### src/verilog/edb_defs.svh
/*
 * constants of the external data-memory bus: widths, window top and maximum size,
 * write timing counts.
 * assumes inclusion by bare name from the package and design files.
 */
`ifndef EDB_DEFS_SVH
`define EDB_DEFS_SVH

`define EDB_ADDR_W        16
`define EDB_DATA_W        16
`define EDB_WIN_TOP       16'hffff
`define EDB_WIN_MAX       16'h8000
`define EDB_WR_MIN_CYC    2
`define EDB_WAIT_W        4
`define EDB_GWIN_W        16

`endif

### src/verilog/edb_pkg.sv
/*
 * types of the external data-memory bus block.
 * assumes edb_defs.svh is reachable on the include path.
 */
`include "edb_defs.svh"

package edb_pkg;

    typedef struct packed {
        logic                   write;
        logic [`EDB_ADDR_W-1:0] addr;
        logic [`EDB_DATA_W-1:0] wdata;
    } edb_req_t;

    typedef struct packed {
        logic                   dataSpaceSelectN;
        logic                   accessStrobeN;
        logic                   readStrobeN;
        logic                   writeStrobeN;
        logic                   globalBusRequestN;
    } edb_ctl_t;

    typedef enum logic [2:0] {
        EDB_IDLE,
        EDB_RD,
        EDB_WR_LEAD,
        EDB_WR_HOLD,
        EDB_WR_TAIL,
        EDB_HANDOFF
    } edb_state_t;

endpackage

### src/verilog/edb_window_hit.sv
/*
 * global overlay window decode: an address hits when it lies in the top
 * windowSize words of the data space.
 * assumes the size is already clamped to the maximum window.
 */
`timescale 1ns/1ns
`include "edb_defs.svh"

module edb_window_hit
    import edb_pkg::*;
(
    input  wire logic [`EDB_ADDR_W-1:0] addr,
    input  wire logic [`EDB_GWIN_W-1:0] windowSize,
    output logic                        hit
);
    logic [`EDB_ADDR_W:0] base;

    // top minus size plus one; a zero size gives an empty window
    always_comb begin
        base = {1'b0, `EDB_WIN_TOP} - {1'b0, windowSize} + 17'h00001;
        hit  = (windowSize != 16'h0000) && ({1'b0, addr} >= base);
    end
endmodule

### src/verilog/edb_bus_if.sv
/*
 * external data-memory bus master with global paging and takeover.
 * assumes a core request port that holds its request until accepted,
 * and a board that resolves the three-signal pins into wires.
 */
`timescale 1ns/1ns
`include "edb_defs.svh"

// Summary of operation
// [RL1] reaches 64K words of off-chip local data memory
// [RL2] drives 16-bit address bus and separate 16-bit data bus
// [RL3] data-space select low on every off-chip data access
// [RL4] access strobe low throughout each external access
// [RL5] read strobe released before device drives data for a write
// [RL6] board gates select with strobe for RAM lacking output enable
// [RL7] writes last two cycles minimum, strobe half-cycle inset each end; here three cycles minimum, strobe inset one cycle each end
// [RL8] programmable wait states lengthen writes beyond two cycles
// [RL9] window size maps up to 32K global words downward from top
// [RL10] global bus request low on accesses inside the overlay window
// [RL11] control outputs identical on global and local accesses
// [RL12] access stays open until ready input is high
// [RL13] takeover request low is answered by takeover grant low
// [RL14] acquire acknowledge low while grant low acknowledges request
// [RL15] arbiter holds host not-ready while requesting takeover
// [RL16] arbiter transfers only after the grant is seen
// [RL17] board decodes I/O port address into device chip selects
// [RL18] buses and controls released to high impedance while granted
module edb_bus_if
    import edb_pkg::*;
#(
    parameter int WAIT_W = `EDB_WAIT_W
)
(
    input  wire logic                   clk_sys,
    input  wire logic                   resetn,
    input  wire edb_req_t               coreReq,
    input  wire logic                   coreReqValid,
    output logic                        coreReqReady,
    output logic [`EDB_DATA_W-1:0]      coreRdata,
    output logic                        coreRdValid,
    input  wire logic [WAIT_W-1:0]      writeWaits,
    input  wire logic [`EDB_GWIN_W-1:0] globalWindowSize,
    output logic [`EDB_ADDR_W-1:0]      addrOut,
    output logic                        addrOe,
    output logic [`EDB_DATA_W-1:0]      dataOut,
    output logic                        dataOe,
    input  wire logic [`EDB_DATA_W-1:0] dataIn,
    output edb_ctl_t                    ctlOut,
    output logic                        ctlOe,
    input  wire logic                   ready,
    input  wire logic                   takeoverRequestN,
    output logic                        takeoverGrantN,
    output logic                        acquireAcknowledgeN
);
    edb_state_t              state_q;
    logic [WAIT_W-1:0]       waitCnt_q;
    logic [`EDB_GWIN_W-1:0]  winSize;
    logic                    hit;
    logic                    startOk;
    logic                    accStart;
    logic                    rdDone;
    logic                    wrRelease;
    logic                    accEnd;
    logic                    grantNow;
    logic                    selectN_q;
    logic                    strobeN_q;
    logic                    readN_q;
    logic                    writeN_q;
    logic                    pageReqN_q;

    // sizes above the maximum window are clamped rather than wrapped
    assign winSize = (globalWindowSize > `EDB_WIN_MAX) ?
                     `EDB_WIN_MAX : globalWindowSize; // [RL9]

    edb_window_hit u_hit (
        .addr       (coreReq.addr),
        .windowSize (winSize),
        .hit        (hit)
    );

    // a pending takeover wins over a new core access
    assign startOk = coreReqValid && takeoverRequestN;

    // access decodes shared by several output registers
    // take: idle, core asking, no takeover pending
    function automatic logic takeStart(input edb_state_t s,
                                       input logic       ok);
        return (s == EDB_IDLE) && ok;
    endfunction

    // read ends on the first ready seen in the read state
    function automatic logic readDone(input edb_state_t s,
                                      input logic       rdy);
        return (s == EDB_RD) && rdy;
    endfunction

    // write strobe rises only once waits are spent and memory is ready
    function automatic logic writeRelease(input edb_state_t        s,
                                          input logic [WAIT_W-1:0] cnt,
                                          input logic              rdy);
        return (s == EDB_WR_HOLD) && (cnt == '0) && rdy;
    endfunction

    // grant holds only while the far master keeps asking
    function automatic logic granted(input edb_state_t s,
                                     input logic       reqN);
        return (s == EDB_HANDOFF) && !reqN;
    endfunction

    assign accStart  = takeStart(state_q, startOk);
    assign rdDone    = readDone(state_q, ready);
    assign wrRelease = writeRelease(state_q, waitCnt_q, ready);
    assign accEnd    = rdDone || (state_q == EDB_WR_TAIL);
    assign grantNow  = granted(state_q, takeoverRequestN);

    always_ff @(posedge clk_sys or negedge resetn) begin
        if (!resetn) begin
            state_q <= EDB_IDLE;
        end else begin
            unique case (state_q)
                EDB_IDLE: begin
                    if (!takeoverRequestN) begin
                        state_q <= EDB_HANDOFF; // [RL13]
                    end else if (coreReqValid) begin
                        state_q <= coreReq.write ? EDB_WR_LEAD : EDB_RD;
                    end
                end
                EDB_RD: begin
                    if (ready) begin
                        state_q <= EDB_IDLE; // [RL12]
                    end
                end
                EDB_WR_LEAD: state_q <= EDB_WR_HOLD; // [RL7]
                EDB_WR_HOLD: begin
                    if (waitCnt_q == '0 && ready) begin
                        state_q <= EDB_WR_TAIL; // [RL8] [RL12]
                    end
                end
                EDB_WR_TAIL: state_q <= EDB_IDLE; // [RL7]
                EDB_HANDOFF: begin
                    if (takeoverRequestN) begin
                        state_q <= EDB_IDLE;
                    end
                end
                default: state_q <= EDB_IDLE;
            endcase
        end
    end

    always_ff @(posedge clk_sys or negedge resetn) begin
        if (!resetn) begin
            waitCnt_q <= '0;
        end else if (state_q == EDB_IDLE && startOk && coreReq.write) begin
            waitCnt_q <= writeWaits; // [RL8]
        end else if (state_q == EDB_WR_HOLD && waitCnt_q != '0) begin
            waitCnt_q <= waitCnt_q - 1'b1;
        end
    end

    // address and data are captured once, when the access is taken
    always_ff @(posedge clk_sys or negedge resetn) begin
        if (!resetn) begin
            addrOut <= '0;
        end else if (accStart) begin
            addrOut <= coreReq.addr; // [RL1] [RL2]
        end
    end

    always_ff @(posedge clk_sys or negedge resetn) begin
        if (!resetn) begin
            dataOut <= '0;
        end else if (accStart) begin
            dataOut <= coreReq.wdata; // [RL2]
        end
    end

    // select and strobe move together, so a board can gate one by the other
    always_ff @(posedge clk_sys or negedge resetn) begin
        if (!resetn) begin
            selectN_q <= 1'b1;
        end else if (accStart) begin
            selectN_q <= 1'b0; // [RL3] [RL11]
        end else if (accEnd) begin
            selectN_q <= 1'b1;
        end
    end

    always_ff @(posedge clk_sys or negedge resetn) begin
        if (!resetn) begin
            strobeN_q <= 1'b1;
        end else if (accStart) begin
            strobeN_q <= 1'b0; // [RL4] [RL11]
        end else if (accEnd) begin
            strobeN_q <= 1'b1; // [RL12]
        end
    end

    // read strobe stays high on writes, so memory never fights our drivers
    always_ff @(posedge clk_sys or negedge resetn) begin
        if (!resetn) begin
            readN_q <= 1'b1;
        end else if (accStart) begin
            readN_q <= coreReq.write; // [RL5]
        end else if (accEnd) begin
            readN_q <= 1'b1;
        end
    end

    // write strobe is inset one cycle from each end of the access
    always_ff @(posedge clk_sys or negedge resetn) begin
        if (!resetn) begin
            writeN_q <= 1'b1;
        end else if (accStart) begin
            writeN_q <= 1'b1;
        end else if (state_q == EDB_WR_LEAD) begin
            writeN_q <= 1'b0; // [RL7]
        end else if (wrRelease) begin
            writeN_q <= 1'b1; // [RL7] [RL8]
        end else if (accEnd) begin
            writeN_q <= 1'b1;
        end
    end

    // page request is fixed for the whole access, local or global alike
    always_ff @(posedge clk_sys or negedge resetn) begin
        if (!resetn) begin
            pageReqN_q <= 1'b1;
        end else if (accStart) begin
            pageReqN_q <= !hit; // [RL9] [RL10]
        end else if (accEnd) begin
            pageReqN_q <= 1'b1;
        end
    end

    assign ctlOut = '{dataSpaceSelectN:  selectN_q,
                      accessStrobeN:     strobeN_q,
                      readStrobeN:       readN_q,
                      writeStrobeN:      writeN_q,
                      globalBusRequestN: pageReqN_q};

    // data drivers turn on only for writes, with read strobe already high
    always_ff @(posedge clk_sys or negedge resetn) begin
        if (!resetn) begin
            dataOe <= 1'b0;
        end else if (accStart) begin
            dataOe <= coreReq.write; // [RL5]
        end else if (accEnd) begin
            dataOe <= 1'b0;
        end
    end

    // release pins while another master owns the bus
    // takeover waits for idle: long writes delay the grant
    always_ff @(posedge clk_sys or negedge resetn) begin
        if (!resetn) begin
            addrOe <= 1'b1;
        end else begin
            addrOe <= state_q != EDB_HANDOFF; // [RL18]
        end
    end

    always_ff @(posedge clk_sys or negedge resetn) begin
        if (!resetn) begin
            ctlOe <= 1'b1;
        end else begin
            ctlOe <= state_q != EDB_HANDOFF; // [RL18]
        end
    end

    always_ff @(posedge clk_sys or negedge resetn) begin
        if (!resetn) begin
            takeoverGrantN <= 1'b1;
        end else begin
            takeoverGrantN <= !grantNow; // [RL13] [RL16]
        end
    end

    always_ff @(posedge clk_sys or negedge resetn) begin
        if (!resetn) begin
            acquireAcknowledgeN <= 1'b1;
        end else begin
            acquireAcknowledgeN <= !grantNow; // [RL14]
        end
    end

    // core handshake pulses last one cycle each
    always_ff @(posedge clk_sys or negedge resetn) begin
        if (!resetn) begin
            coreReqReady <= 1'b0;
        end else begin
            coreReqReady <= accEnd;
        end
    end

    always_ff @(posedge clk_sys or negedge resetn) begin
        if (!resetn) begin
            coreRdValid <= 1'b0;
        end else begin
            coreRdValid <= rdDone; // [RL12]
        end
    end

    always_ff @(posedge clk_sys or negedge resetn) begin
        if (!resetn) begin
            coreRdata <= '0;
        end else if (rdDone) begin
            coreRdata <= dataIn;
        end
    end
endmodule

### config.mk
export PLATFORM = sky130hd
export DESIGN_NAME = edb_bus_if
export DESIGN_NICKNAME = d
export VERILOG_FILES = /design/src/verilog/edb_pkg.sv /design/src/verilog/edb_window_hit.sv /design/src/verilog/edb_bus_if.sv
export VERILOG_INCLUDE_DIRS = /design/src /design/src/verilog
export SDC_FILE = /design/constraint.sdc
export NUM_CORES = 1
export LEC_CHECK = 0
export ABC_AREA = 1
export BUFFER_PORTS_ARGS = -buffer_cell sky130_fd_sc_hd__buf_2
export CORE_MARGIN = 2
export CORE_UTILIZATION = 45
export DETAILED_ROUTE_END_ITERATION = 10
export PLACE_DENSITY = 0.84
export SYNTH_ARGS = -nofsm -noshare
export SYNTH_HDL_FRONTEND = slang
export SYNTH_SLANG_ARGS = --single-unit
### constraint.sdc
create_clock -name clk_sys -period 1.8 [get_ports clk_sys]
set_input_delay 0.18 -clock clk_sys [delete_from_list [all_inputs] [get_ports clk_sys]]
set_output_delay 0.18 -clock clk_sys [all_outputs]
set_load 0.02 [all_outputs]
# Word level (Yosys, flattened, before mapping)
# Index checks and enable logic that the tools add are counted.
# totals
register_bits	64
latch_bits	0
mem_bits_rw	0
mem_bits_ro	0
output_inout_bits	60
word_cells	70
mem_count	0
# op_classes
n_addsub	3
mul	0
n_div	0
order_cmp	2
eq_ne	10
n_shift	0
muxes	19
n_bitwise	0
n_reduce_logical	22
# op_table
operator	count
17-bit by 1-bit adder with 17-bit output (second input constant)	1
16-bit by 17-bit greater-or-equal comparator with 1-bit output	1
16-bit by 16-bit subtractor with 17-bit output (first input constant)	1
16-bit > comparator (second input constant)	1
16-bit 2-to-1 mux	1
16-bit nonzero test	1
3-bit 2-to-1 mux	5
3-bit case mux with 5 select lines	1
1-bit logical AND	10
1-bit 2-to-1 mux	9
4-bit 2-to-1 mux	2
4-bit nonzero test	2
3-bit by 2-bit equality test with 1-bit output (second input constant)	2
3-bit equality test (second input constant)	2
2-bit inequality test (second input constant)	3
3-bit inequality test (second input constant)	2
4-bit logical NOT	1
4-bit AND reduction	1
2-bit nonzero test	2
4-bit by 1-bit subtractor with 4-bit output (second input constant)	1
3-bit by 1-bit equality test with 1-bit output (second input constant)	1
1-bit logical NOT	3
3-bit logical NOT	1
2-bit 2-to-1 mux	1
1-bit logical OR	1

# Depth between registers and ports, before layout
# depth
ltp_word	8
depth_mapped	26

# Modules after synthesis
# A second synthesis with hierarchy kept.
# hier_totals
hier_cells	479
area_unflattened_um2	3684.8
# modules_own_cells
mod	instances	cells_each	area_per_inst_um2
edb_bus_if	1	356	2920.3
edb_window_hit	1	123	764.5

# Least setup slack after synthesis
# No wires, ideal clock.
# synth_path
path_kind	in2reg
startpoint	in globalWindowSize[4]
endpoint	reg pageReqN_q
arrival_time_ns	2.426
t_required_ns	1.727
setup_slack_ns	-0.699
cell_stages	23
path_buffers	2
path_cell_list	nor2_1 > nand2_1 > nor2_1 > nand2_1 > nand2_2 > buf_6 > buf_12 > nand2_1 > ha_1 > nand2_4 > inv_2 > nand4_1 > xor2_1 > ha_1 > a21oi_1 > nor2_1 > a211oi_1 > nand2_1 > nand2_1 > nand2_1 > nand2_1 > nand2_1 > a21oi_1
# synth_via
elab_chain_len	8
word_cells_on_any_way	9
# synth_rtl
item	line_no	text
from (decl)	edb_bus_if.sv:42	input wire logic [`EDB_GWIN_W-1:0] globalWindowSize,
16-bit > comparator (no source line)	-	
16-bit 2-to-1 mux *	edb_bus_if.sv:72	assign winSize = (globalWindowSize > `EDB_WIN_MAX) ?
16-bit by 16-bit subtractor with 17-bit output	edb_window_hit.sv:20	base = {1'b0, `EDB_WIN_TOP} - {1'b0, windowSize} + 17'h00001;
17-bit by 1-bit adder with 17-bit output	edb_window_hit.sv:20	
16-bit by 17-bit greater-or-equal comparator with 1-bit output	edb_window_hit.sv:21	hit = (windowSize != 16'h0000) && ({1'b0, addr} >= base);
1-bit logical AND *	edb_window_hit.sv:21	
1-bit logical NOT *	edb_bus_if.sv:229	pageReqN_q <= !hit;
1-bit 2-to-1 mux *	edb_bus_if.sv:228	end else if (accStart) begin
to (signal assigned)	edb_bus_if.sv:229	
to (decl)	edb_bus_if.sv:69	logic pageReqN_q;
# Every way passes the cells marked *; elsewhere a longest branch is shown, timed or not.
# A chain may end at the register's enable or synchronous reset.

# Worst setup path after layout
# layout_path
startpoint	in globalWindowSize[8]
endpoint	reg pageReqN_q
# The elaborated chain is that of the path after synthesis.

==> metrics.md <==
| Metric | Value |
|---|---|
| Antenna violations before repair | `0` |
| CP required | `2.06 ns` |
| Worst-path cell chain | `buf_2, nor2_2, nand2_1, nor2_1, nand2_1, nand2_4, nand2_2, ha_4, nand2_4, inv_2, nand4_1, xor2_1, ha_1, a21oi_2, nor2_1, a211oi_2, nand2_1, nand2_1, nand2_1, nand2_1, nand2_1, a21oi_1` |
| Final WS setup | `-0.3659 ns` |
| Period utilisation layout | `1.203` |
| WL per Instance | `between 10 and 15 um` |
| Adder-Cell Fraction of Synth Area | `0.06560` |
| Crit path largest cell delay | `approximately 0.27 ns` |
| First DRT Iteration DRCs | `just over 90` |
| Setup-failing EPs final | `1` |
| Vias in the first global route | `roughly 3200` |
| Max Fanout on Critical Path | `6` |
| Status | `finished, violations left` |
| DRT antenna net count | `0` |
| Minimum clock period | `between 2 and 2.5 ns` |
| Post-synthesis cell type count | `35` |
| Top FF cell, synth | `dfrtp_1` |
| Critical path launch point type | `input pin` |
| GP Congestion | `approximately 0.91` |
| Max-cap violations | `0` |
| CTS root buffer | `clkbuf_8` |
| Most frequent cells in the layout | `193 x nand2_1, 127 x buf_2, 58 x dfrtp_1` |
| Commonest non-fill, non-tap cell in the layout | `nand2_1` |
| Syn_nets | `520` |
| Post-DP Area | `roughly 4400 um2` |
| H-tree depth | `3` |
| Ant diodes | `0` |
| I/O pins | `approximately 130` |
| Clock buffer depth | `2` |
| Final hold violations | `0` |
| Worst setup EP type | `flip-flop` |
| Final #Nets | `684` |
| Total Power | `~6800 uW` |
| PwrDens | `1437 nW/um2` |
| 1st-pass router iterations | `6` |
| Worst skew pair latency | `between 0.3 and 0.4 ns` |
| Number of port buffers | `~130` |
| Mux cell area share after synthesis | `0` |
| Worst path slowest cell | `ha_1` |
| Largest net degree at the start of global routing | `65` |
| Xor-xnor portion of the synthesized cell area | `0.03316` |
| CTS tree | `done` |
| Worst slew pin tran | `0.5929 ns` |
| Site row count | `31` |
| Share of cells above drive strength 1 | `0.3752` |
| Avg Inst Size Synth | `8.022 um2` |
| Synth Area in Simple Gates | `0.3032` |
| CTS Buf Count | `9` |
| Hold WC Path Type | `in -> reg` |
| F_max | `461.7 MHz` |
| Synth Warn # | `0` |
| Clock slew at reported path FFs | `around 0.080 ns` |
| Leakage | `0.002668 uW` |
| Final Max Slew Viols | `0` |
| Synth Instances | `about 430` |
| Data arrival, critical path | `around 2.4 ns` |
| Synth Area in Compound Gates | `0.05977` |
| Worst hold slack | `between 0.03 and 0.04 ns` |
| First-pass GRT wire length | `between 10000 and 15000 um` |
| Clk_skew | `about 0.0084 ns` |
| Sink Count | `64` |
| Failing checks | `setup timing` |
| Place WS | `-0.7338 ns` |
| Post-route DRC | `0` |
| Async set-reset flop share out of synthesis | `1.000` |
| Combinational family with the most area after synthesis | `simple AND/OR/NAND/NOR gates` |
| Delay-heaviest family, CP | `simple AND/OR/NAND/NOR gates` |
| EDFF count, synth | `0` |
| Starting Density | `0.4683` |
| Final wirelength | `8461 um` |
| Sequential share of the synthesized area | `0.4687` |
| CP most frequent cell | `nand2_1` |
| Vias | `approximately 3300` |
| Via/cell ratio | `4.721` |
| HPWL after DPL | `6373 um` |
| WS Path Type | `in -> reg` |
| Die X | `approximately 90 um` |
| Seq cells post-synth | `64` |
| Die ar. | `roughly 8300 um2` |
| RSZ-0062 raised after global routing | `true` |
| Cell Area, Synth | `roughly 3400 um2` |
| TNS Setup | `-0.3659 ns` |
| All-Layer GR Usage | `0.2080` |
| DIE HEIGHT | `roughly 90 um` |
| Crit path buf inv count | `2` |
| Area of the core | `around 7300 um2` |
| Area grow syn2layout | `37.28%` |
| Worst rel slew slack | `0.6041` |
| VDD IR max | `roughly 500 uV` |
| Grt total ovfl | `0` |
| Final Instance Area | `4713 um2` |
-- worst register-to-register path, cell delays in order, from the launching register on --
cell	delay, ns
dfrtp_1	0.44
nor2_1	0.11
nand2_1	0.13
nor3_4	0.27
inv_2	0.28
a21oi_1	0.27
a21oi_1	0.09
-- sequential cells by signal (all words and copies together) (netlist names) --
name / flops
ctlOe: 1
acquireAcknowledgeN: 1
pageReqN_q: 1
dataOut: 16
dataOe: 1
coreReqReady: 1
strobeN_q: 1
waitCnt_q: 4
coreRdValid: 1
writeN_q: 1
addrOut: 16
readN_q: 1
coreRdata: 16
state_q: 3
-- kinds of logic (layout without fill, tap and decap cells) --
family	count (synthesis)	in the layout
buf+inv	50	219
simple gates	250	250
xor+xnor	13	13
flops	64	64
compound gates	33	33
fa+ha+maj	18	18
-- timing repair --
item	in CTS	in global routing
pin swaps	5	1
hold buffers	1	0
setup endpoints to repair	1	5
setup buffers	1	2
gates resized for setup	10	6
hold endpoints to repair	58	0
-- stage by stage --
| step | utilization | std cells |
|---|---|---|
| floorplan | - | 428 |
| global placement | 0.6006 | 676 |
| detailed placement | 0.6006 | 676 |
| CTS | 0.6377 | 694 |
| global route | 0.6429 | 696 |
| finish | 0.6429 | 696 |
-- per-layer routing --
metal	routed length, um	up-vias	track usage
met5	0	-	0
li1	-	1679	-
met4	86	0	0.06187
met2	4253	105	0.3691
met3	536	8	0.05975
met1	3585	1494	0.2434
-- final cells by class --
class,count,area [um2]
clock inverter,6,67.56
tap,99,123.9
multi-input combinational,314,1639
fill,640,2618
clock buffer,10,137.6
timing repair buffer,170,1012
inverter,33,123.9
sequential,64,1609
-- final timing paths --
path,from,endpoint,slack (ns),cells after the start
min in group asynchronous,resetn,coreRdata[2]$_DFFE_PN0P_,0.39,3
max in group asynchronous,resetn,pageReqN_q$_DFFE_PN1P_,1.09,3
hold / removal,coreReq[15],dataOut[15]$_DFFE_PN0P_,0.04,3
setup / recovery,globalWindowSize[8],pageReqN_q$_DFFE_PN1P_,-0.37,22
setup reg to reg,state_q[2]$_DFFE_PN0P_,pageReqN_q$_DFFE_PN1P_,0.14,6
hold reg to reg,dataOut[8]$_DFFE_PN0P_,dataOut[8]$_DFFE_PN0P_,0.47,2
-- power breakdown --
part           internal, uW  switching [uW]
logic                  1080            2000
clock network           681             557
registers              2120             336
total                  3880            2890
-- cell usage after synthesis (2+ instances only) --
library cell	instances	area, um2
clkbuf_1	7	26.28
o22ai_1	2	12.51
inv_1	29	108.9
dfstp_2	6	157.7
nand2_2	7	43.79
buf_4	7	52.55
o221ai_1	2	17.52
nand3_2	3	30.03
nor3_1	6	30.03
xor2_1	7	61.31
o31ai_1	2	15.01
nor2_2	2	12.51
ha_1	18	225.2
o21ai_0	8	40.04
nand2_1	195	732.0
nand3_1	8	40.04
a31oi_1	3	18.77
dfrtp_1	58	1451
nor2_1	22	82.58
xnor2_1	6	52.55
nand2_4	2	22.52
a21oi_1	11	55.05
inv_2	4	15.01
nand4_1	2	12.51
(Power assumes the default switching activity.)
